<file path="config.mk">
export PLATFORM = sky130hd
export DESIGN_NAME = bcd_decoder
export DESIGN_NICKNAME = d
export VERILOG_FILES = /design/src/hw/bcd_pkg.sv /design/src/hw/bcd_dec_if.sv /design/src/hw/bcd_first_byte.sv /design/src/hw/bcd_decoder.sv
export SDC_FILE = /design/constraint.sdc
export NUM_CORES = 1
export LEC_CHECK = 0
export CAP_MARGIN = 30
export CORE_MARGIN = 3
export CORE_UTILIZATION = 45
export DETAILED_ROUTE_END_ITERATION = 16
export DONT_BUFFER_PORTS = 1
export SLEW_MARGIN = 20
export SYNTH_ARGS = -nofsm -noshare
export SYNTH_HDL_FRONTEND = slang
export SYNTH_SLANG_ARGS = --single-unit
</file>
<file path="constraint.sdc">
create_clock -name clk -period 8 [get_ports clk]
set_clock_uncertainty 0.2 [all_clocks]
set_input_delay 0.4 -clock clk [delete_from_list [all_inputs] [get_ports clk]]
set_output_delay 0.4 -clock clk [all_outputs]
set_load 0.02 [all_outputs]
</file>
<file path="src/hw/bcd_pkg.sv">
// Shared encodings, cycle figures and operand decoding for the decoder
package bcd_pkg;

	typedef enum logic [3:0] {
		FORM_NONE,
		FORM_SOFTWARE_BREAK,
		FORM_BIT_SET_SHORT,
		FORM_BIT_INVERT_SHORT,
		FORM_BIT_TEST_SHORT,
		FORM_BIT_GENERAL,
		FORM_COMPARE_IMM_GEN,
		FORM_COMPARE_QUICK,
		FORM_COMPARE_IMM_SHORT,
		FORM_COMPARE_REG_MEM,
		FORM_COMPARE_ACCUM,
		FORM_ILLEGAL
	} bcd_form_e;

	typedef enum logic [3:0] {
		BOP_NONE,
		BOP_BIT_INVERT,
		BOP_BIT_SET,
		BOP_BIT_TEST,
		BOP_BIT_INVERTED_TEST,
		BOP_BIT_INVERTED_XOR,
		BOP_BIT_OR_CARRY,
		BOP_BIT_TEST_AND_CLEAR,
		BOP_BIT_TEST_AND_SET,
		BOP_BIT_XOR_CARRY
	} bcd_bitop_e;

	typedef enum logic [2:0] {
		CLS_DATA_REG,
		CLS_ADDR_REG,
		CLS_INDIRECT,
		CLS_DSP8_AREG,
		CLS_DSP8_BASE,
		CLS_DSP16_AREG,
		CLS_DSP16_BASE,
		CLS_ABS16
	} bcd_class_e;

	typedef enum {
		ST_OPCODE,
		ST_SECOND,
		ST_EXT
	} bcd_state_e;

	// First opcode byte patterns
	localparam logic [7:0] OPC_SOFTWARE_BREAK  = 8'h00;
	localparam logic [7:0] OPC_BIT_GENERAL     = 8'h7e;
	localparam logic [4:0] OPC5_BIT_SET_SHORT  = 5'h09;
	localparam logic [4:0] OPC5_BIT_INV_SHORT  = 5'h0a;
	localparam logic [4:0] OPC5_BIT_TEST_SHORT = 5'h0b;
	localparam logic [4:0] OPC5_CMP_IMM_SHORT  = 5'h1d;
	localparam logic [4:0] OPC5_CMP_ACCUM      = 5'h07;
	localparam logic [6:0] OPC7_CMP_IMM_GEN    = 7'h3b;
	localparam logic [6:0] OPC7_CMP_QUICK      = 7'h68;
	localparam logic [6:0] OPC7_CMP_REG_MEM    = 7'h60;

	// Upper nibble of the second byte
	localparam logic [3:0] SUB_CMP_IMM_GEN  = 4'h8;
	localparam logic [3:0] SUB_BIT_INVERT   = 4'ha;
	localparam logic [3:0] SUB_BIT_SET      = 4'h9;
	localparam logic [3:0] SUB_BIT_TEST     = 4'hb;
	localparam logic [3:0] SUB_BIT_INV_TEST = 4'h3;
	localparam logic [3:0] SUB_BIT_INV_XOR  = 4'hd;
	localparam logic [3:0] SUB_BIT_OR       = 4'h6;
	localparam logic [3:0] SUB_BIT_TST_CLR  = 4'h0;
	localparam logic [3:0] SUB_BIT_TST_SET  = 4'h1;
	localparam logic [3:0] SUB_BIT_XOR      = 4'hc;

	// Short destination and source codes
	localparam logic [2:0] SDST_ACCUM_HIGH  = 3'h3;
	localparam logic [2:0] SDST_ACCUM_LOW   = 3'h4;
	localparam logic [2:0] SDST_STATIC_BASE = 3'h5;
	localparam logic [2:0] SDST_FRAME_BASE  = 3'h6;
	localparam logic [2:0] SDST_ABS16       = 3'h7;
	localparam logic [1:0] SSRC_OTHER_ACCUM = 2'h0;
	localparam logic [1:0] SSRC_ABS16       = 2'h3;

	// Lengths in bytes
	localparam logic [2:0] LEN_ONE_BYTE  = 3'd1;
	localparam logic [2:0] LEN_TWO_BYTES = 3'd2;
	localparam logic [2:0] EXT_ONE       = 3'd1;
	localparam logic [2:0] EXT_TWO       = 3'd2;

	// Cycle counts
	localparam logic [4:0] CYC_BREAK         = 5'd27;
	localparam logic [4:0] CYC_BREAK_TABLE   = 5'd2;
	localparam logic [4:0] CYC_BIT_SHORT     = 5'd3;
	localparam logic [4:0] CYC_BITA_REG      = 5'd2;
	localparam logic [4:0] CYC_BITA_IND      = 5'd6;
	localparam logic [4:0] CYC_BITA_BASE     = 5'd3;
	localparam logic [4:0] CYC_BITB_REG      = 5'd3;
	localparam logic [4:0] CYC_BITB_IND      = 5'd7;
	localparam logic [4:0] CYC_BITB_BASE     = 5'd4;
	localparam logic [4:0] CYC_CMPG_REG      = 5'd2;
	localparam logic [4:0] CYC_CMPG_MEM      = 5'd4;
	localparam logic [4:0] CYC_CMPQ_REG      = 5'd1;
	localparam logic [4:0] CYC_CMPQ_MEM      = 5'd3;
	localparam logic [4:0] CYC_CMPS_REG      = 5'd1;
	localparam logic [4:0] CYC_CMPS_MEM      = 5'd3;
	localparam logic [4:0] CYC_CMPRM_NONE    = 5'd2;
	localparam logic [4:0] CYC_CMPRM_ONE     = 5'd3;
	localparam logic [4:0] CYC_CMPRM_BOTH    = 5'd4;
	localparam logic [4:0] CYC_CMPA_REG      = 5'd2;
	localparam logic [4:0] CYC_CMPA_MEM      = 5'd3;

	// Addressing class of a 4-bit operand code
	function automatic bcd_class_e opnd_class(input logic [3:0] code);
		bcd_class_e c;
		c = CLS_DATA_REG;
		case (code[3:1])
			3'h0, 3'h1: c = CLS_DATA_REG;
			3'h2: c = CLS_ADDR_REG;
			3'h3: c = CLS_INDIRECT;
			3'h4: c = CLS_DSP8_AREG;
			3'h5: c = CLS_DSP8_BASE;
			3'h6: c = CLS_DSP16_AREG;
			default: c = code[0] ? CLS_ABS16 : CLS_DSP16_BASE;
		endcase
		return c;
	endfunction

	// Displacement bytes of a general data operand
	function automatic logic [2:0] gen_ext_len(input logic [3:0] code);
		logic [2:0] n;
		n = 3'd0;
		if (code[3])
			n = code[2] ? EXT_TWO : EXT_ONE;
		return n;
	endfunction

	// Indirect and memory operands cost extra cycles
	function automatic logic is_mem(input logic [3:0] code);
		return code[3] | (code[2] & code[1]);
	endfunction

	// Extension bytes of a 2-bit short operand code
	function automatic logic [2:0] short_ext_len(input logic [1:0] sel);
		logic [2:0] n;
		n = 3'd0;
		case (sel)
			2'h0: n = 3'd0;
			2'h3: n = EXT_TWO;
			default: n = EXT_ONE;
		endcase
		return n;
	endfunction

endpackage

</file>
<file path="src/hw/bcd_dec_if.sv">
// First-byte classification signals between the decoder and its classifier
`timescale 1ns/1ns
interface bcd_dec_if;
	logic [7:0]         opcode;
	bcd_pkg::bcd_form_e form;
	logic               needs_second;

	modport classify (
		input  opcode,
		output form,
		output needs_second
	);
	modport user (
		output opcode,
		input  form,
		input  needs_second
	);
endinterface

</file>
<file path="src/hw/bcd_first_byte.sv">
// Combinational classification of the first opcode byte
`timescale 1ns/1ns
module bcd_first_byte (
	bcd_dec_if.classify dec
);

	always_comb begin
		dec.form = bcd_pkg::FORM_ILLEGAL;
		dec.needs_second = 1'b0;
		if (dec.opcode == bcd_pkg::OPC_SOFTWARE_BREAK) begin
			dec.form = bcd_pkg::FORM_SOFTWARE_BREAK;
		end else if (dec.opcode == bcd_pkg::OPC_BIT_GENERAL) begin
			dec.form = bcd_pkg::FORM_BIT_GENERAL;
			dec.needs_second = 1'b1;
		end else begin
			case (dec.opcode[7:3])
				bcd_pkg::OPC5_BIT_SET_SHORT:
					dec.form = bcd_pkg::FORM_BIT_SET_SHORT;
				bcd_pkg::OPC5_BIT_INV_SHORT:
					dec.form = bcd_pkg::FORM_BIT_INVERT_SHORT;
				bcd_pkg::OPC5_BIT_TEST_SHORT:
					dec.form = bcd_pkg::FORM_BIT_TEST_SHORT;
				bcd_pkg::OPC5_CMP_IMM_SHORT:
					dec.form = bcd_pkg::FORM_COMPARE_IMM_SHORT;
				bcd_pkg::OPC5_CMP_ACCUM:
					dec.form = bcd_pkg::FORM_COMPARE_ACCUM;
				default: begin
					dec.needs_second = 1'b1;
					case (dec.opcode[7:1])
						bcd_pkg::OPC7_CMP_IMM_GEN:
							dec.form = bcd_pkg::FORM_COMPARE_IMM_GEN;
						bcd_pkg::OPC7_CMP_QUICK:
							dec.form = bcd_pkg::FORM_COMPARE_QUICK;
						bcd_pkg::OPC7_CMP_REG_MEM:
							dec.form = bcd_pkg::FORM_COMPARE_REG_MEM;
						default: begin
							dec.form = bcd_pkg::FORM_ILLEGAL;
							dec.needs_second = 1'b0;
						end
					endcase
				end
			endcase
		end
	end

endmodule

</file>
<file path="src/hw/bcd_decoder.sv">
// Bit-manipulation and compare instruction decoder with length and cycles
`timescale 1ns/1ns
module bcd_decoder (
	input  wire logic                 clk,
	input  wire logic                 rst,
	input  wire logic                 byte_valid,
	input  wire logic [7:0]           byte_data,
	input  wire logic                 vector_from_table,
	output logic                      byte_ready_r,
	output logic                      done_r,
	output logic                      illegal_r,
	output bcd_pkg::bcd_form_e        form_r,
	output bcd_pkg::bcd_bitop_e       bit_op_r,
	output bcd_pkg::bcd_class_e       src_class_r,
	output bcd_pkg::bcd_class_e       dst_class_r,
	output logic [3:0]                src_code_r,
	output logic [3:0]                dst_code_r,
	output logic [2:0]                bit_num_r,
	output logic                      size_word_r,
	output logic signed [3:0]         quick_immediate_r,
	output logic [31:0]               ext_data_r,
	output logic [2:0]                src_ext_len_r,
	output logic [2:0]                length_r,
	output logic [4:0]                cycles_r
);

	bcd_dec_if              dec ();
	bcd_pkg::bcd_state_e    state_r;
	bcd_pkg::bcd_form_e     held_form_r;
	logic [2:0]             ext_need_r;
	logic [2:0]             ext_cnt_r;
	logic                   take;
	logic                   finish;
	logic                   go_ext;
	logic                   bad;
	bcd_pkg::bcd_form_e     form_nxt;
	bcd_pkg::bcd_bitop_e    bit_op_nxt;
	logic [3:0]             src_nxt;
	logic [3:0]             dst_nxt;
	logic [2:0]             bit_nxt;
	logic                   size_nxt;
	logic [3:0]             qimm_nxt;
	logic [2:0]             ext_nxt;
	logic [2:0]             src_ext_nxt;
	logic [2:0]             len_nxt;
	logic [4:0]             cyc_nxt;
	logic                   load;

	assign dec.opcode = byte_data;

	bcd_first_byte u_first (
		.dec (dec.classify)
	);

	assign take = byte_valid & byte_ready_r;

	// Decode of the byte currently offered, per state
	always_comb begin
		form_nxt = held_form_r;
		bit_op_nxt = bit_op_r;
		src_nxt = src_code_r;
		dst_nxt = dst_code_r;
		bit_nxt = bit_num_r;
		size_nxt = size_word_r;
		qimm_nxt = quick_immediate_r;
		ext_nxt = 3'd0;
		src_ext_nxt = 3'd0;
		len_nxt = bcd_pkg::LEN_ONE_BYTE;
		cyc_nxt = 5'd0;
		load = 1'b0;
		bad = 1'b0;
		if (state_r == bcd_pkg::ST_OPCODE) begin
			load = 1'b1;
			form_nxt = dec.form;
			bit_op_nxt = bcd_pkg::BOP_NONE;
			src_nxt = 4'h0;
			dst_nxt = 4'h0;
			bit_nxt = 3'h0;
			size_nxt = byte_data[0];
			qimm_nxt = 4'h0;
			case (dec.form)
				bcd_pkg::FORM_SOFTWARE_BREAK: begin
					cyc_nxt = vector_from_table ?
						bcd_pkg::CYC_BREAK + bcd_pkg::CYC_BREAK_TABLE :
						bcd_pkg::CYC_BREAK;
				end
				bcd_pkg::FORM_BIT_SET_SHORT,
				bcd_pkg::FORM_BIT_INVERT_SHORT,
				bcd_pkg::FORM_BIT_TEST_SHORT: begin
					bit_nxt = byte_data[2:0];
					bit_op_nxt = (dec.form == bcd_pkg::FORM_BIT_SET_SHORT) ?
						bcd_pkg::BOP_BIT_SET :
						(dec.form == bcd_pkg::FORM_BIT_TEST_SHORT) ?
						bcd_pkg::BOP_BIT_TEST : bcd_pkg::BOP_BIT_INVERT;
					ext_nxt = bcd_pkg::EXT_ONE;
					cyc_nxt = bcd_pkg::CYC_BIT_SHORT;
				end
				bcd_pkg::FORM_COMPARE_IMM_SHORT: begin
					dst_nxt = {1'b0, byte_data[2:0]};
					size_nxt = 1'b0;
					bad = byte_data[2:0] < bcd_pkg::SDST_ACCUM_HIGH;
					src_ext_nxt = bcd_pkg::EXT_ONE;
					case (byte_data[2:0])
						bcd_pkg::SDST_STATIC_BASE,
						bcd_pkg::SDST_FRAME_BASE: begin
							ext_nxt = 3'd2;
							cyc_nxt = bcd_pkg::CYC_CMPS_MEM;
						end
						bcd_pkg::SDST_ABS16: begin
							ext_nxt = 3'd3;
							cyc_nxt = bcd_pkg::CYC_CMPS_MEM;
						end
						default: begin
							ext_nxt = bcd_pkg::EXT_ONE;
							cyc_nxt = bcd_pkg::CYC_CMPS_REG;
						end
					endcase
				end
				bcd_pkg::FORM_COMPARE_ACCUM: begin
					src_nxt = {2'b00, byte_data[1:0]};
					dst_nxt = {3'b000, byte_data[2]};
					size_nxt = 1'b0;
					ext_nxt = bcd_pkg::short_ext_len(byte_data[1:0]);
					src_ext_nxt = ext_nxt;
					cyc_nxt = (byte_data[1:0] == bcd_pkg::SSRC_OTHER_ACCUM) ?
						bcd_pkg::CYC_CMPA_REG : bcd_pkg::CYC_CMPA_MEM;
				end
				bcd_pkg::FORM_ILLEGAL: bad = 1'b1;
				default: bad = 1'b0;
			endcase
			len_nxt = bcd_pkg::LEN_ONE_BYTE + ext_nxt;
		end else if (state_r == bcd_pkg::ST_SECOND) begin
			load = 1'b1;
			dst_nxt = byte_data[3:0];
			case (held_form_r)
				bcd_pkg::FORM_BIT_GENERAL: begin
					case (bcd_pkg::opnd_class(byte_data[3:0]))
						bcd_pkg::CLS_DATA_REG,
						bcd_pkg::CLS_ADDR_REG: ext_nxt = bcd_pkg::EXT_ONE;
						bcd_pkg::CLS_INDIRECT: ext_nxt = 3'd0;
						default: ext_nxt = bcd_pkg::gen_ext_len(byte_data[3:0]);
					endcase
					case (byte_data[7:4])
						bcd_pkg::SUB_BIT_INVERT: bit_op_nxt = bcd_pkg::BOP_BIT_INVERT;
						bcd_pkg::SUB_BIT_SET: bit_op_nxt = bcd_pkg::BOP_BIT_SET;
						bcd_pkg::SUB_BIT_TEST: bit_op_nxt = bcd_pkg::BOP_BIT_TEST;
						bcd_pkg::SUB_BIT_INV_TEST:
							bit_op_nxt = bcd_pkg::BOP_BIT_INVERTED_TEST;
						bcd_pkg::SUB_BIT_INV_XOR:
							bit_op_nxt = bcd_pkg::BOP_BIT_INVERTED_XOR;
						bcd_pkg::SUB_BIT_OR: bit_op_nxt = bcd_pkg::BOP_BIT_OR_CARRY;
						bcd_pkg::SUB_BIT_TST_CLR:
							bit_op_nxt = bcd_pkg::BOP_BIT_TEST_AND_CLEAR;
						bcd_pkg::SUB_BIT_TST_SET:
							bit_op_nxt = bcd_pkg::BOP_BIT_TEST_AND_SET;
						bcd_pkg::SUB_BIT_XOR: bit_op_nxt = bcd_pkg::BOP_BIT_XOR_CARRY;
						default: begin
							bit_op_nxt = bcd_pkg::BOP_NONE;
							bad = 1'b1;
						end
					endcase
					// Invert, set and test skip the carry merge
					if (bit_op_nxt == bcd_pkg::BOP_BIT_INVERT ||
						bit_op_nxt == bcd_pkg::BOP_BIT_SET ||
						bit_op_nxt == bcd_pkg::BOP_BIT_TEST) begin
						case (bcd_pkg::opnd_class(byte_data[3:0]))
							bcd_pkg::CLS_DATA_REG, bcd_pkg::CLS_ADDR_REG:
								cyc_nxt = bcd_pkg::CYC_BITA_REG;
							bcd_pkg::CLS_INDIRECT, bcd_pkg::CLS_DSP8_AREG,
							bcd_pkg::CLS_DSP16_AREG:
								cyc_nxt = bcd_pkg::CYC_BITA_IND;
							default: cyc_nxt = bcd_pkg::CYC_BITA_BASE;
						endcase
					end else begin
						case (bcd_pkg::opnd_class(byte_data[3:0]))
							bcd_pkg::CLS_DATA_REG, bcd_pkg::CLS_ADDR_REG:
								cyc_nxt = bcd_pkg::CYC_BITB_REG;
							bcd_pkg::CLS_INDIRECT, bcd_pkg::CLS_DSP8_AREG,
							bcd_pkg::CLS_DSP16_AREG:
								cyc_nxt = bcd_pkg::CYC_BITB_IND;
							default: cyc_nxt = bcd_pkg::CYC_BITB_BASE;
						endcase
					end
				end
				bcd_pkg::FORM_COMPARE_IMM_GEN: begin
					bad = byte_data[7:4] != bcd_pkg::SUB_CMP_IMM_GEN;
					src_ext_nxt = size_word_r ? bcd_pkg::EXT_TWO :
						bcd_pkg::EXT_ONE;
					ext_nxt = src_ext_nxt + bcd_pkg::gen_ext_len(byte_data[3:0]);
					cyc_nxt = bcd_pkg::is_mem(byte_data[3:0]) ?
						bcd_pkg::CYC_CMPG_MEM : bcd_pkg::CYC_CMPG_REG;
				end
				bcd_pkg::FORM_COMPARE_QUICK: begin
					qimm_nxt = byte_data[7:4];
					ext_nxt = bcd_pkg::gen_ext_len(byte_data[3:0]);
					cyc_nxt = bcd_pkg::is_mem(byte_data[3:0]) ?
						bcd_pkg::CYC_CMPQ_MEM : bcd_pkg::CYC_CMPQ_REG;
				end
				bcd_pkg::FORM_COMPARE_REG_MEM: begin
					src_nxt = byte_data[7:4];
					src_ext_nxt = bcd_pkg::gen_ext_len(byte_data[7:4]);
					ext_nxt = src_ext_nxt + bcd_pkg::gen_ext_len(byte_data[3:0]);
					case ({bcd_pkg::is_mem(byte_data[7:4]),
						bcd_pkg::is_mem(byte_data[3:0])})
						2'b00: cyc_nxt = bcd_pkg::CYC_CMPRM_NONE;
						2'b11: cyc_nxt = bcd_pkg::CYC_CMPRM_BOTH;
						default: cyc_nxt = bcd_pkg::CYC_CMPRM_ONE;
					endcase
				end
				default: bad = 1'b1;
			endcase
			if (bad)
				form_nxt = bcd_pkg::FORM_ILLEGAL;
			len_nxt = bcd_pkg::LEN_TWO_BYTES + ext_nxt;
		end
	end

	assign go_ext = load & ~bad & (ext_nxt != 3'd0) &
		~(state_r == bcd_pkg::ST_OPCODE & dec.needs_second);
	assign finish = take & ~bad & (
		(load & (ext_nxt == 3'd0) &
			~(state_r == bcd_pkg::ST_OPCODE & dec.needs_second)) |
		(state_r == bcd_pkg::ST_EXT & ext_cnt_r + 3'd1 == ext_need_r));

	// Sequencing over opcode, second byte and extension bytes
	always_ff @(posedge clk or posedge rst) begin
		if (rst) begin
			state_r <= bcd_pkg::ST_OPCODE;
			ext_cnt_r <= 3'd0;
			ext_need_r <= 3'd0;
		end else if (take) begin
			if (bad || finish) begin
				state_r <= bcd_pkg::ST_OPCODE;
			end else if (state_r == bcd_pkg::ST_OPCODE && dec.needs_second) begin
				state_r <= bcd_pkg::ST_SECOND;
			end else if (go_ext) begin
				state_r <= bcd_pkg::ST_EXT;
				ext_need_r <= ext_nxt;
				ext_cnt_r <= 3'd0;
			end else if (state_r == bcd_pkg::ST_EXT) begin
				ext_cnt_r <= ext_cnt_r + 3'd1;
			end
		end
	end

	// Decoded fields, captured from opcode bytes
	always_ff @(posedge clk or posedge rst) begin
		if (rst) begin
			held_form_r <= bcd_pkg::FORM_NONE;
			form_r <= bcd_pkg::FORM_NONE;
			bit_op_r <= bcd_pkg::BOP_NONE;
			src_code_r <= 4'h0;
			dst_code_r <= 4'h0;
			src_class_r <= bcd_pkg::CLS_DATA_REG;
			dst_class_r <= bcd_pkg::CLS_DATA_REG;
			bit_num_r <= 3'h0;
			size_word_r <= 1'b0;
			quick_immediate_r <= 4'sh0;
			src_ext_len_r <= 3'd0;
			length_r <= 3'd0;
			cycles_r <= 5'd0;
		end else if (take && load) begin
			held_form_r <= form_nxt;
			form_r <= form_nxt;
			bit_op_r <= bit_op_nxt;
			src_code_r <= src_nxt;
			dst_code_r <= dst_nxt;
			src_class_r <= bcd_pkg::opnd_class(src_nxt);
			dst_class_r <= bcd_pkg::opnd_class(dst_nxt);
			bit_num_r <= bit_nxt;
			size_word_r <= size_nxt;
			quick_immediate_r <= qimm_nxt;
			src_ext_len_r <= src_ext_nxt;
			length_r <= len_nxt;
			cycles_r <= cyc_nxt;
		end
	end

	// Extension bytes in fetch order, first byte in the low lane
	always_ff @(posedge clk or posedge rst) begin
		if (rst) begin
			ext_data_r <= 32'h0000_0000;
		end else if (take && state_r == bcd_pkg::ST_OPCODE) begin
			ext_data_r <= 32'h0000_0000;
		end else if (take && state_r == bcd_pkg::ST_EXT) begin
			ext_data_r[{ext_cnt_r[1:0], 3'b000} +: 8] <= byte_data;
		end
	end

	// Completion pulses and fetch acceptance
	always_ff @(posedge clk or posedge rst) begin
		if (rst) begin
			done_r <= 1'b0;
			illegal_r <= 1'b0;
			byte_ready_r <= 1'b0;
		end else begin
			done_r <= finish;
			illegal_r <= take & bad;
			byte_ready_r <= 1'b1;
		end
	end

endmodule

</file>
* After elaboration in Yosys (flattened, before gate mapping)
Index checks and enable logic that the tools add are counted.
Word-level totals: register bits after elaboration 114, bits of input ports 12, output and inout bits 76, word-level logic and storage cells 276
Operators by class: add/subtract/negate cells 6, magnitude comparators 1, equal/unequal tests 68, shift-type cells 2, muxes and demuxes 110, bitwise logic cells 20, reduce and logical (&&, ||, !) cells 50
Operator list (count):
- two-way mux 32 bit | 5
- two-way mux 3 bit | 34
- two-way mux 4 bit | 19
- one-hot mux 3 bit (6 select lines) | 3
- == test 3 bit, second input constant | 14
- one-hot mux 5 bit (4 select lines) | 2
- == test 4 bit, second input constant | 9
- one-hot mux 4 bit (9 select lines) | 1
- == test 3 x 2 -> 1 bit, second input constant | 11
- bitwise mux 32 bit | 1
- == test 32 x 2 -> 1 bit, second input constant | 1
- == test 32 x 3 -> 1 bit, second input constant | 1
- logical NOT 32 bit | 1
- variable shift 8 x 7 -> 32 bit, first input constant | 1
- indexed part select 8 x 7 -> 32 bit | 1
- one-hot mux 3 bit (2 select lines) | 5
- two-way mux 2 bit | 11
- logical NOT 3 bit | 7
- == test 4 x 2 -> 1 bit, second input constant | 5
- == test 4 x 3 -> 1 bit, second input constant | 5
- one-hot mux 4 bit (5 select lines) | 1
- == test 3 x 1 -> 1 bit, second input constant | 6
- OR reduction 2 bit | 9
- two-way mux 1 bit | 16
- 40 further kinds | 88

* Logic depth before layout (Yosys ltp)
Gate-level depths: netlist of run 1.
word-level depth 22, gate-level depth with buffers 13, mapped depth without buffers 11

* Modules after synthesis
Synthesis of run 1 repeated with hierarchy kept, for this count alone.
Second synthesis, totals: cells, all modules 515, area total of the unflattened synthesis 4759.6 um2
By module, submodules not included:
- bcd_decoder | times used 1, cells each 479, area an instance 4533.1 um2
- bcd_first_byte | times used 1, cells each 36, area an instance 226.5 um2

* Least setup slack after synthesis of run 1
Ideal clock, no wire load.
kind flip-flop to flip-flop, start point reg held_form_r[1], end point reg state_r[0], setup time 76 ps, data arrival time 3021 ps, setup slack 4703 ps, cell stages (with the launch flop) 14, buffers on the path 2, period minus slack after synthesis 3297 ps, cells stage by stage dfrtp_1 > clkbuf_1 > and4bb_2 > nand2_1 > o21ai_0 > ha_1 > fa_1 > or2_2 > a21oi_1 > o21ai_1 > or2_1 > buf_2 > or3_1 > o21ai_1
On the way: longest elaborated chain between the ends 14
Ends and longest elaborated chain:
- start, declared | RTL line bcd_decoder.sv:29 | bcd_pkg::bcd_form_e held_form_r;
- start signal, assigned | RTL line bcd_decoder.sv:249 | held_form_r <= bcd_pkg::FORM_NONE;
- start signal, assigned | RTL line bcd_decoder.sv:263 | held_form_r <= form_nxt;
- == test 4 bit or == test 4 x 3 -> 1 bit (tied branches) | RTL line bcd_decoder.sv:135 | case (held_form_r)
- one-hot mux 3 bit (4 select lines) | RTL line bcd_decoder.sv:135
- two-way mux 3 bit | RTL line bcd_decoder.sv:132 | end else if (state_r == bcd_pkg::ST_SECOND) begin
- two-way mux 3 bit | RTL line bcd_decoder.sv:72 | if (state_r == bcd_pkg::ST_OPCODE) begin
- two-way mux 3 bit | RTL line bcd_decoder.sv:132
- two-way mux 3 bit | RTL line bcd_decoder.sv:72
- logical NOT 3 bit | RTL line bcd_decoder.sv:221 | (load & (ext_nxt == 3'd0) &
- AND 1 bit (2 in series) | RTL line bcd_decoder.sv:221
- bitwise OR 1 bit | RTL line bcd_decoder.sv:222 | ~(state_r == bcd_pkg::ST_OPCODE & dec.needs_second)) |
- AND 1 bit | RTL line bcd_decoder.sv:220 | assign finish = take & ~bad & (
- logical OR 1 bit | RTL line bcd_decoder.sv:232 | if (bad || finish) begin
- nonzero test 3 bit (no source line)
- AND reduction 2 bit (no source line)
- end signal, assigned | RTL line bcd_decoder.sv:233 | state_r <= bcd_pkg::ST_OPCODE;
- end signal, assigned | RTL line bcd_decoder.sv:235 | state_r <= bcd_pkg::ST_SECOND;
- end signal, assigned | RTL line bcd_decoder.sv:237 | state_r <= bcd_pkg::ST_EXT;
- end, declared | RTL line bcd_decoder.sv:28 | bcd_pkg::bcd_state_e state_r;
Several ways; a longest one is shown, not always the timed one. The select of a mux whose other input is x is not followed. A chain may end at the register's enable or synchronous reset.

* Worst setup path after layout of run 1
start point reg held_form_r[0], end point reg state_r[0]
Same word-level chain as after synthesis.

==> impl_metrics.ini, run 1 <==
[yosys]
synthArstFlopShare_pct = 100
ys_types = 72
ys_seq_elements = 82
synth_common_cells = dfrtp_1, nand2_1, o21ai_0
synth_area_leaders = dfrtp_1, a22o_1, nand2_1, o21ai_0, ha_1
synth_edf_count = 0
netlist.area_leader.share_pct = 44.0
ys_warn_count = 0
synth_flop_cell = dfrtp_1
synth_area_per_cell_sq_um = 9.08
synthCells = 514
synth-seq-area-share_pct = 44.0
synthesis.nets = 540
yosys.area.top_type = dfrtp_1
syn-cell-area_sq_um = 4670
yosys.cell_count.top_type = dfrtp_1

[timing]
setup_violations = 0
timing.hold.ws_ns = 0.00459
fmax_mhz = 282
rsz0062_at_grt = false
tns_ns = 0
fin_ws_ns = 4.46
slew_viol_final = 0
hold_viol = 0
min_period_ns = 3.54
fin_crit_sh_pct = 44.3
maxSlewHeadroom_pct = 42.9
worst_pin_slew_ns = 0.857

[worst_setup_path]
slowest_stage = dfrtp_1
critPathCapture = state_r[0]
cp.required_ns = 8.08
worstReg2RegEnd = state_r[0]
r2r-start = held_form_r[0]
ff2ff_path_depth = 10
cp-end-kind = register
cp-startpoint = held_form_r[0]
reg2reg_setup_slack_ns = 4.46
crit_top_cell = o21ai_1
path_cells = and4bb_2 > o21ai_0 > ha_1 > fa_1 > or2_2 > a21oi_1 > o21ai_1 > or2_1 > or3_1 > o21ai_1
worstSetupPathType = register to register
startpoint_type = register
cpPeakStageDelay_ns = 0.71
cp_max_fo = 13
crit_arrival_ns = 3.63

[worst_hold_path]
hold_path.class = input port to register

[final_layout]
regArea_sq_um = 2050
fillers = 985
multi_input_area_sq_um = 2390
layout.cells.non_filler = 644
antenna_cells = 0
final_core_util_pct = 50.5
nNetsFinal = 532
area_growth_pct = 7.19
final_layout_size_suffix_gt1_share_pct = 6.46

[routing]
vias = 3944
wl_met1_um = 5940
drt_wl_total_um = 13500
drc_errors = 0
top_layer_used = met4
wire_per_inst_um = 20.9
viasPerCell = 6.12
dr_wl_met2_um = 6250
firstDrtPassIters = 5
drtIter0Drc = 307
detail-route-antenna-nets = 0
dr_wl_met3_um = 1050

[outcome]
outcome = complete, no violations

[floorplanning]
core_area_sq_um = 9910
die-area_sq_um = 11600
pin_count = 88
die_w_um = 108
die_h_um = 108
std_cell_rows = 36
initial_core_util_pct = 47.1

[clocking]
cts_hold_buffers = 9
cts_buffer_depth = 2
cts_buffers = 9
insertion_delay_ns = 0.37
post-cts-setup-buffers = 0
clkTransAtPathRegs_ns = 0.10
root_buffer = clkbuf_8
cts_sinks = 82
cts_tree = yes
post_cts_resized = 0
cts_max_level = 3

[placement]
preCtsSetupSlack_ns = 4.54
gp_congestion = 0.890
hpwl_um = 9420
placedCellCount = 619
portBuffers = 0

[global_route]
gr-total-overflow = 0
grt_usage_pct = 23.7
grt_pass1_vias = 3884
grt_pass1_wl_um = 21500
antenna_found_initial = 0
grt_max_degree = 51

[pwr]
p_leak_nw = 2.20
powerDensity_nw_per_um2 = 203
ir_worst_vdd_uv = 94.3

[run]
max_cap_viol_count = 0
[sequential cells by signal (all words and copies together) (netlist names), 2 cells and up]
register,count
ext_need_r,3
src_class_r,3
cycles_r,4
ext_cnt_r,3
bit_op_r,4
bit_num_r,3
src_ext_len_r,2
dst_class_r,3
quick_immediate_r,4
dst_code_r,4
length_r,3
ext_data_r,32
state_r,2
held_form_r,4
src_code_r,4
[placed cells by master, fill, tap and decap left out, types with 3 or more instances in the layout]
cell type	netlist	final
dlygate4sd3_1	0	9
a311oi_1	3	3
a21oi_1	26	26
and2_1	9	9
a22o_1	28	28
o31ai_1	9	9
nand3b_1	4	4
or3_1	6	6
clkbuf_8	0	9
nor2_1	41	41
nor3_1	10	10
nand2b_1	6	6
mux2_4	3	3
nor2b_1	4	4
nor3b_1	3	3
inv_1	16	15
mux2i_1	4	4
nand2_1	61	61
a211oi_1	4	4
a21o_1	6	6
dfrtp_1	82	82
buf_4	3	3
o21ai_0	43	43
o21a_1	7	7
xor2_1	3	3
nand3_1	17	17
xnor2_1	4	4
and3_1	6	6
o21ai_1	9	9
inv_8	0	3
nand4_1	3	3
a31oi_1	9	9
ha_1	13	13
[stage by stage]
stage               instance area, sq um  power (mW)
floorplan                           4670       0.660
global placement                    4710       0.697
detailed placement                  4710       0.701
CTS                                 5000        1.02
global route                        5000        1.06
finish                              5000        1.02
[cells by family after synthesis]
family / share of synthesized area (%)
other: 0.161
AND/OR/NAND/NOR: 20.0
adder cells (fa/ha/maj): 3.92
multiplexers: 2.31
AO/OA/AOI/OAI: 23.7
flip-flops: 44.0
XOR/XNOR: 1.31
buffers and inverters: 4.69
[area by class of cell]
class                   count  area share (%)
inverters                  19            1.50
well taps                 133            3.33
flip-flops and latches     82            41.0
repair buffers             12            2.25
multi-input cells         382            47.9
clock inverters             7            1.53
clock buffers               9            2.48
[how the worst min path moves through the flow]
stage / startpoint / endpoint / slack [ns] / cells after the start
floorplan: ext_need_r[1] / ext_need_r[1] / 0.30 / 1
finish: byte_data[2] / bit_num_r[2] / 0.005 / 2
global route: byte_data[2] / bit_num_r[2] / 0.02 / 2
global placement: rst / ext_data_r[6] / 0.16 / 1
detailed placement: rst / ext_data_r[2] / 0.17 / 1
CTS: byte_data[2] / bit_num_r[2] / 0.002 / 2
[power by group]
part / switching [mW] / leakage [nW] / total [mW] / internal, mW
logic: 0.118 / 0.994 / 0.187 / 0.0691
registers: 0.0711 / 1.10 / 0.515 / 0.444
clock network: 0.189 / 0.103 / 0.314 / 0.125
[routing by layer]
metal / vias up / global-route usage (%)
met5: - / 0
met4: 0 / 6.04
met3: 32 / 7.32
met2: 161 / 36.6
met1: 1896 / 32.4
li1: 1855 / -
[critical path: cells and delay by family, from the launching register on]
family / cells / cell delay (ns)
flops: 1 / 0.71
simple gates: 4 / 1.42
fa+ha+maj: 2 / 0.62
compound gates: 4 / 0.51
Power figures use the tool's default switching activity.
==> run 2: changes to the inputs <==
clock period = 3.5 ns   (was 8 ns; I/O delays follow)
==> impl_metrics.ini, run 2 (same netlist as run 1, synthesis figures left out) <==
[outcome]
outcome = complete, no violations

[routing]
dr_wl_met2_um = 6170
vias = 3951
dr_wl_met3_um = 982
drt_wl_total_um = 13400
viasPerCell = 6.03
top_layer_used = met4
drtIter0Drc = 276
wl_met1_um = 5880
wire_per_inst_um = 20.4
drc_errors = 0
firstDrtPassIters = 5
detail-route-antenna-nets = 0

[pwr]
p_leak_nw = 2.24
powerDensity_nw_per_um2 = 451
ir_worst_vdd_uv = 284

[timing]
worst_pin_slew_ns = 0.829
slew_viol_final = 0
tns_ns = 0
min_period_ns = 3.18
hold_viol = 0
setup_violations = 0
maxSlewHeadroom_pct = 44.5
rsz0062_at_grt = false
fin_crit_sh_pct = 90.9
fmax_mhz = 314

[placement]
hpwl_um = 9500
gp_congestion = 0.927
portBuffers = 0
placedCellCount = 628

[worst_setup_path]
cp_max_fo = 6
worstSetupPathType = register to register
cp-end-kind = register
startpoint_type = register
crit_arrival_ns = 3.28
cp.required_ns = 3.60

[global_route]
grt_usage_pct = 24.5
grt_max_degree = 55
grt_pass1_wl_um = 21800
antenna_found_initial = 0
grt_pass1_vias = 3916
gr-total-overflow = 0

[floorplanning]
core_area_sq_um = 9910
die_h_um = 108
std_cell_rows = 36
die_w_um = 108
pin_count = 88
die-area_sq_um = 11600
initial_core_util_pct = 47.1

[clocking]
cts_max_level = 3
root_buffer = clkbuf_8
cts_sinks = 82
cts_buffer_depth = 2
cts_tree = yes
insertion_delay_ns = 0.37
cts_buffers = 9
post_cts_resized = 0
clkTransAtPathRegs_ns = 0.09

[run]
max_cap_viol_count = 0

[final_layout]
area_growth_pct = 8.74
largest_register_ffs = 32
nNetsFinal = 543
layout_commonest_cell = dfrtp_1
fillers = 927
layout.cells.non_filler = 655
final_cell_mix = dfrtp_1, nand2_1, o21ai_0
final_layout_size_suffix_gt1_share_pct = 8.05
antenna_cells = 0
regMostFlops = ext_data_r

[worst_hold_path]
hold_path.class = input port to register
run 2: metal layers:
| metal | GRT usage, % | vias to the layer above |
|---|---|---|
| li1 | - | 1872 |
| met1 | 33.6 | 1884 |
| met2 | 37.7 | 166 |
| met3 | 5.16 | 29 |
| met4 | 9.83 | 0 |
| met5 | 0 | - |
run 2: stage by stage:
stage | worst slack (ns) | power, mW | area (sq um) | utilization, % | hold WS, ns
final | 0.320 | 2.29 | 5070 | 51.2 | 0.0128
after global routing | 0.128 | 2.42 | 5070 | 51.2 | 0.0491
after CTS | 0.340 | 2.31 | 5070 | 51.2 | 0.00757
after detailed placement | 0.368 | 1.62 | 4780 | 48.2 | -0.102
after global placement | 0.398 | 1.61 | 4780 | 48.2 | -0.110
after floorplan | 0.203 | 1.51 | 4670 | - | 0.111
run 2: final timing paths:
check | start | endpoint | slack (ns) | depth (start not counted)
worst max register to register | held_form_r[2] | state_r[0] | 0.32 | 10
worst min-delay path | byte_data[4] | bit_op_r[0] | 0.01 | 5
worst max-delay path | held_form_r[2] | state_r[0] | 0.32 | 10
max in group asynchronous | rst | byte_ready_r | 1.98 | 3
worst min register to register | ext_need_r[1] | ext_need_r[1] | 0.34 | 1
min in group asynchronous | rst | ext_data_r[2] | 0.07 | 2
run 2: timing repair:
item | 4_1_cts | 5_1_grt
hold endpoints to repair | 85 | 0
setup buffers | 0 | 0
hold buffers | 11 | 0
run 2: worst max-delay path: stages, from the launching register on:
cell and delay [ns]:
dfrtp_1 0.41, buf_4 0.18, nand4bb_1 0.29, a21o_1 0.26
fa_1 0.41, or2_2 0.30, a21oi_1 0.14, o21ai_1 0.08
or2_1 0.33, or3_1 0.38, o21ai_1 0.12
run 2: cell type report:
type	count	area [sq um]	area share, %
Inverter	19	75.1	1.48
Timing Repair Buffer	23	200	3.95
Tap cell	133	166	3.28
Clock buffer	10	138	2.71
Clock inverter	6	47.5	0.937
Multi-Input combinational cell	382	2390	47.2
Sequential cell	82	2050	40.4
run 2: report_power, final:
group	switching [mW]	total [mW]	internal, mW
Combinational	0.311	0.484	0.173
Clock	0.374	0.657	0.283
Sequential	0.130	1.15	1.01
==> run 3: changes to the inputs <==
GPL_TIMING_DRIVEN = 0   (was default)
==> impl_metrics.ini, run 3 (same netlist as run 1, synthesis figures left out) <==
[routing]
wire_per_inst_um = 20.8
detail-route-antenna-nets = 0
drtIter0Drc = 378
drt_wl_total_um = 13900
firstDrtPassIters = 6
drc_errors = 0
viasPerCell = 6.21
vias = 4157

[timing]
timing.hold.ws_ns = 0.0147
slew_viol_final = 0
worst_pin_slew_ns = 0.822
hold_viol = 0
fmax_mhz = 297
fin_crit_sh_pct = 96.1
min_period_ns = 3.36
rsz0062_at_grt = false
setup_violations = 0
maxSlewHeadroom_pct = 45.0
fin_ws_ns = 0.136
tns_ns = 0

[final_layout]
final_cell_mix = dfrtp_1, nand2_1, o21ai_0
largest_register_ffs = 32
regMostFlops = ext_data_r
area_growth_pct = 10.0
antenna_cells = 0
nNetsFinal = 557
final_layout_size_suffix_gt1_share_pct = 9.70
post-route-cell-area_sq_um = 5130
layout_commonest_cell = dfrtp_1

[worst_setup_path]
worstSetupPathType = register to register
cp-end-kind = register
cp_max_fo = 10
cpPeakStageDelay_ns = 0.48
r2r-start = held_form_r[1]
worstReg2RegEnd = ext_cnt_r[2]
cp.required_ns = 3.57
startpoint_type = register
ff2ff_path_depth = 11
path_cells = buf_6 > and4bb_2 > o21ai_0 > ha_2 > fa_1 > or2_2 > a21oi_2 > o21ai_1 > or3_1 > a41o_1 > o21a_1
reg2reg_setup_slack_ns = 0.14
crit_arrival_ns = 3.43
slowest_stage = dfrtp_2

[outcome]
outcome = complete, no violations

[placement]
dpl_cell_area_sq_um = 4860
hpwl_um = 10400
gp_congestion = 0.901
portBuffers = 0
preCtsSetupSlack_ns = -0.141

[run]
max_cap_viol_count = 0

[floorplanning]
die-area_sq_um = 11600
core_area_sq_um = 9910
pin_count = 88
die_h_um = 108
die_w_um = 108
std_cell_rows = 36
initial_core_util_pct = 47.1

[clocking]
clkTransAtPathRegs_ns = 0.09
cts_tree = yes
cts_sinks = 82
insertion_delay_ns = 0.38
root_buffer = clkbuf_8
cts_buffers = 9
cts_buffer_depth = 2
cts_max_level = 3

[global_route]
grt_max_degree = 53
antenna_found_initial = 0
grt_pass1_wl_um = 22100
grt_usage_pct = 24.7
grt_pass1_vias = 4026
gr-total-overflow = 0

[worst_hold_path]
min_from = byte_data[6]
holdPathStages = 3
hold_path_end = bit_op_r[3]
hold_path.class = input port to register

[pwr]
ir_worst_vdd_uv = 213
powerDensity_nw_per_um2 = 453
p_leak_nw = 2.26
run 3: changes by cell type in the layout (fill, tap and decap cells not counted), sizes merged:
cell | previous run | this run
buf | 12 | 18
clkbuf | 10 | 24
clkinv | 5 | 3
dlygate4sd3 | 11 | 5
inv | 19 | 21
run 3: worst max path at each step:
stage | from | depth (start not counted) | to | slack, ns
after CTS | held_form_r[1] | 12 | ext_cnt_r[2] | 0.01
final | held_form_r[1] | 11 | ext_cnt_r[2] | 0.14
after detailed placement | held_form_r[1] | 13 | ext_cnt_r[2] | -0.14
after global placement | held_form_r[1] | 13 | ext_cnt_r[2] | -0.11
after global routing | held_form_r[0] | 13 | state_r[0] | 0.001
after floorplan | held_form_r[1] | 13 | state_r[0] | 0.20
run 3: per-layer routing:
| metal | up-vias | share of wire (%) | global-route usage [%] |
|---|---|---|---|
| met5 | - | 0 | 0 |
| met4 | 0 | 2.7 | 10.6 |
| met3 | 31 | 8.8 | 5.70 |
| met2 | 175 | 45 | 37.5 |
| met1 | 2040 | 44 | 33.8 |
| li1 | 1911 | - | - |
run 3: power by group:
part           switching, mW  internal, mW  total [mW]
clock network          0.384         0.285       0.669
logic                  0.325         0.174       0.498
registers              0.143          1.02        1.16
run 3: timing repair:
item,in CTS,in global routing
hold endpoints to repair,94,0
resized for setup,3,12
endpoints found under the setup margin,9,9
buffers inserted,0,1
hold buffers,5,0
run 3: cell type report:
cell class | count | area [sq um]
repair buffers | 7 | 85.1
plain buffers | 30 | 155
inverters | 19 | 76.3
flip-flops and latches | 82 | 2060
clock inverters | 6 | 47.5
clock buffers | 10 | 138
fillers | 988 | 4780
well taps | 133 | 166
multi-input cells | 382 | 2410
run 3: worst max-delay path: cells and delay by family (launching register included):
kind / cells / cell delay, ns
compound gates: 5 / 0.69
fa+ha+maj: 2 / 0.61
buf+inv: 1 / 0.16
flops: 1 / 0.48
simple gates: 3 / 1.11
run 3: per-stage QoR:
stage	utilization (%)	total power, mW	std cells
6_report	51.8	2.33	669
3_5_place_dp	49.1	1.65	648
4_1_cts	51.5	2.33	669
5_1_grt	51.8	2.43	669
2_1_floorplan	-	1.51	514
3_3_place_gp	48.8	1.64	647
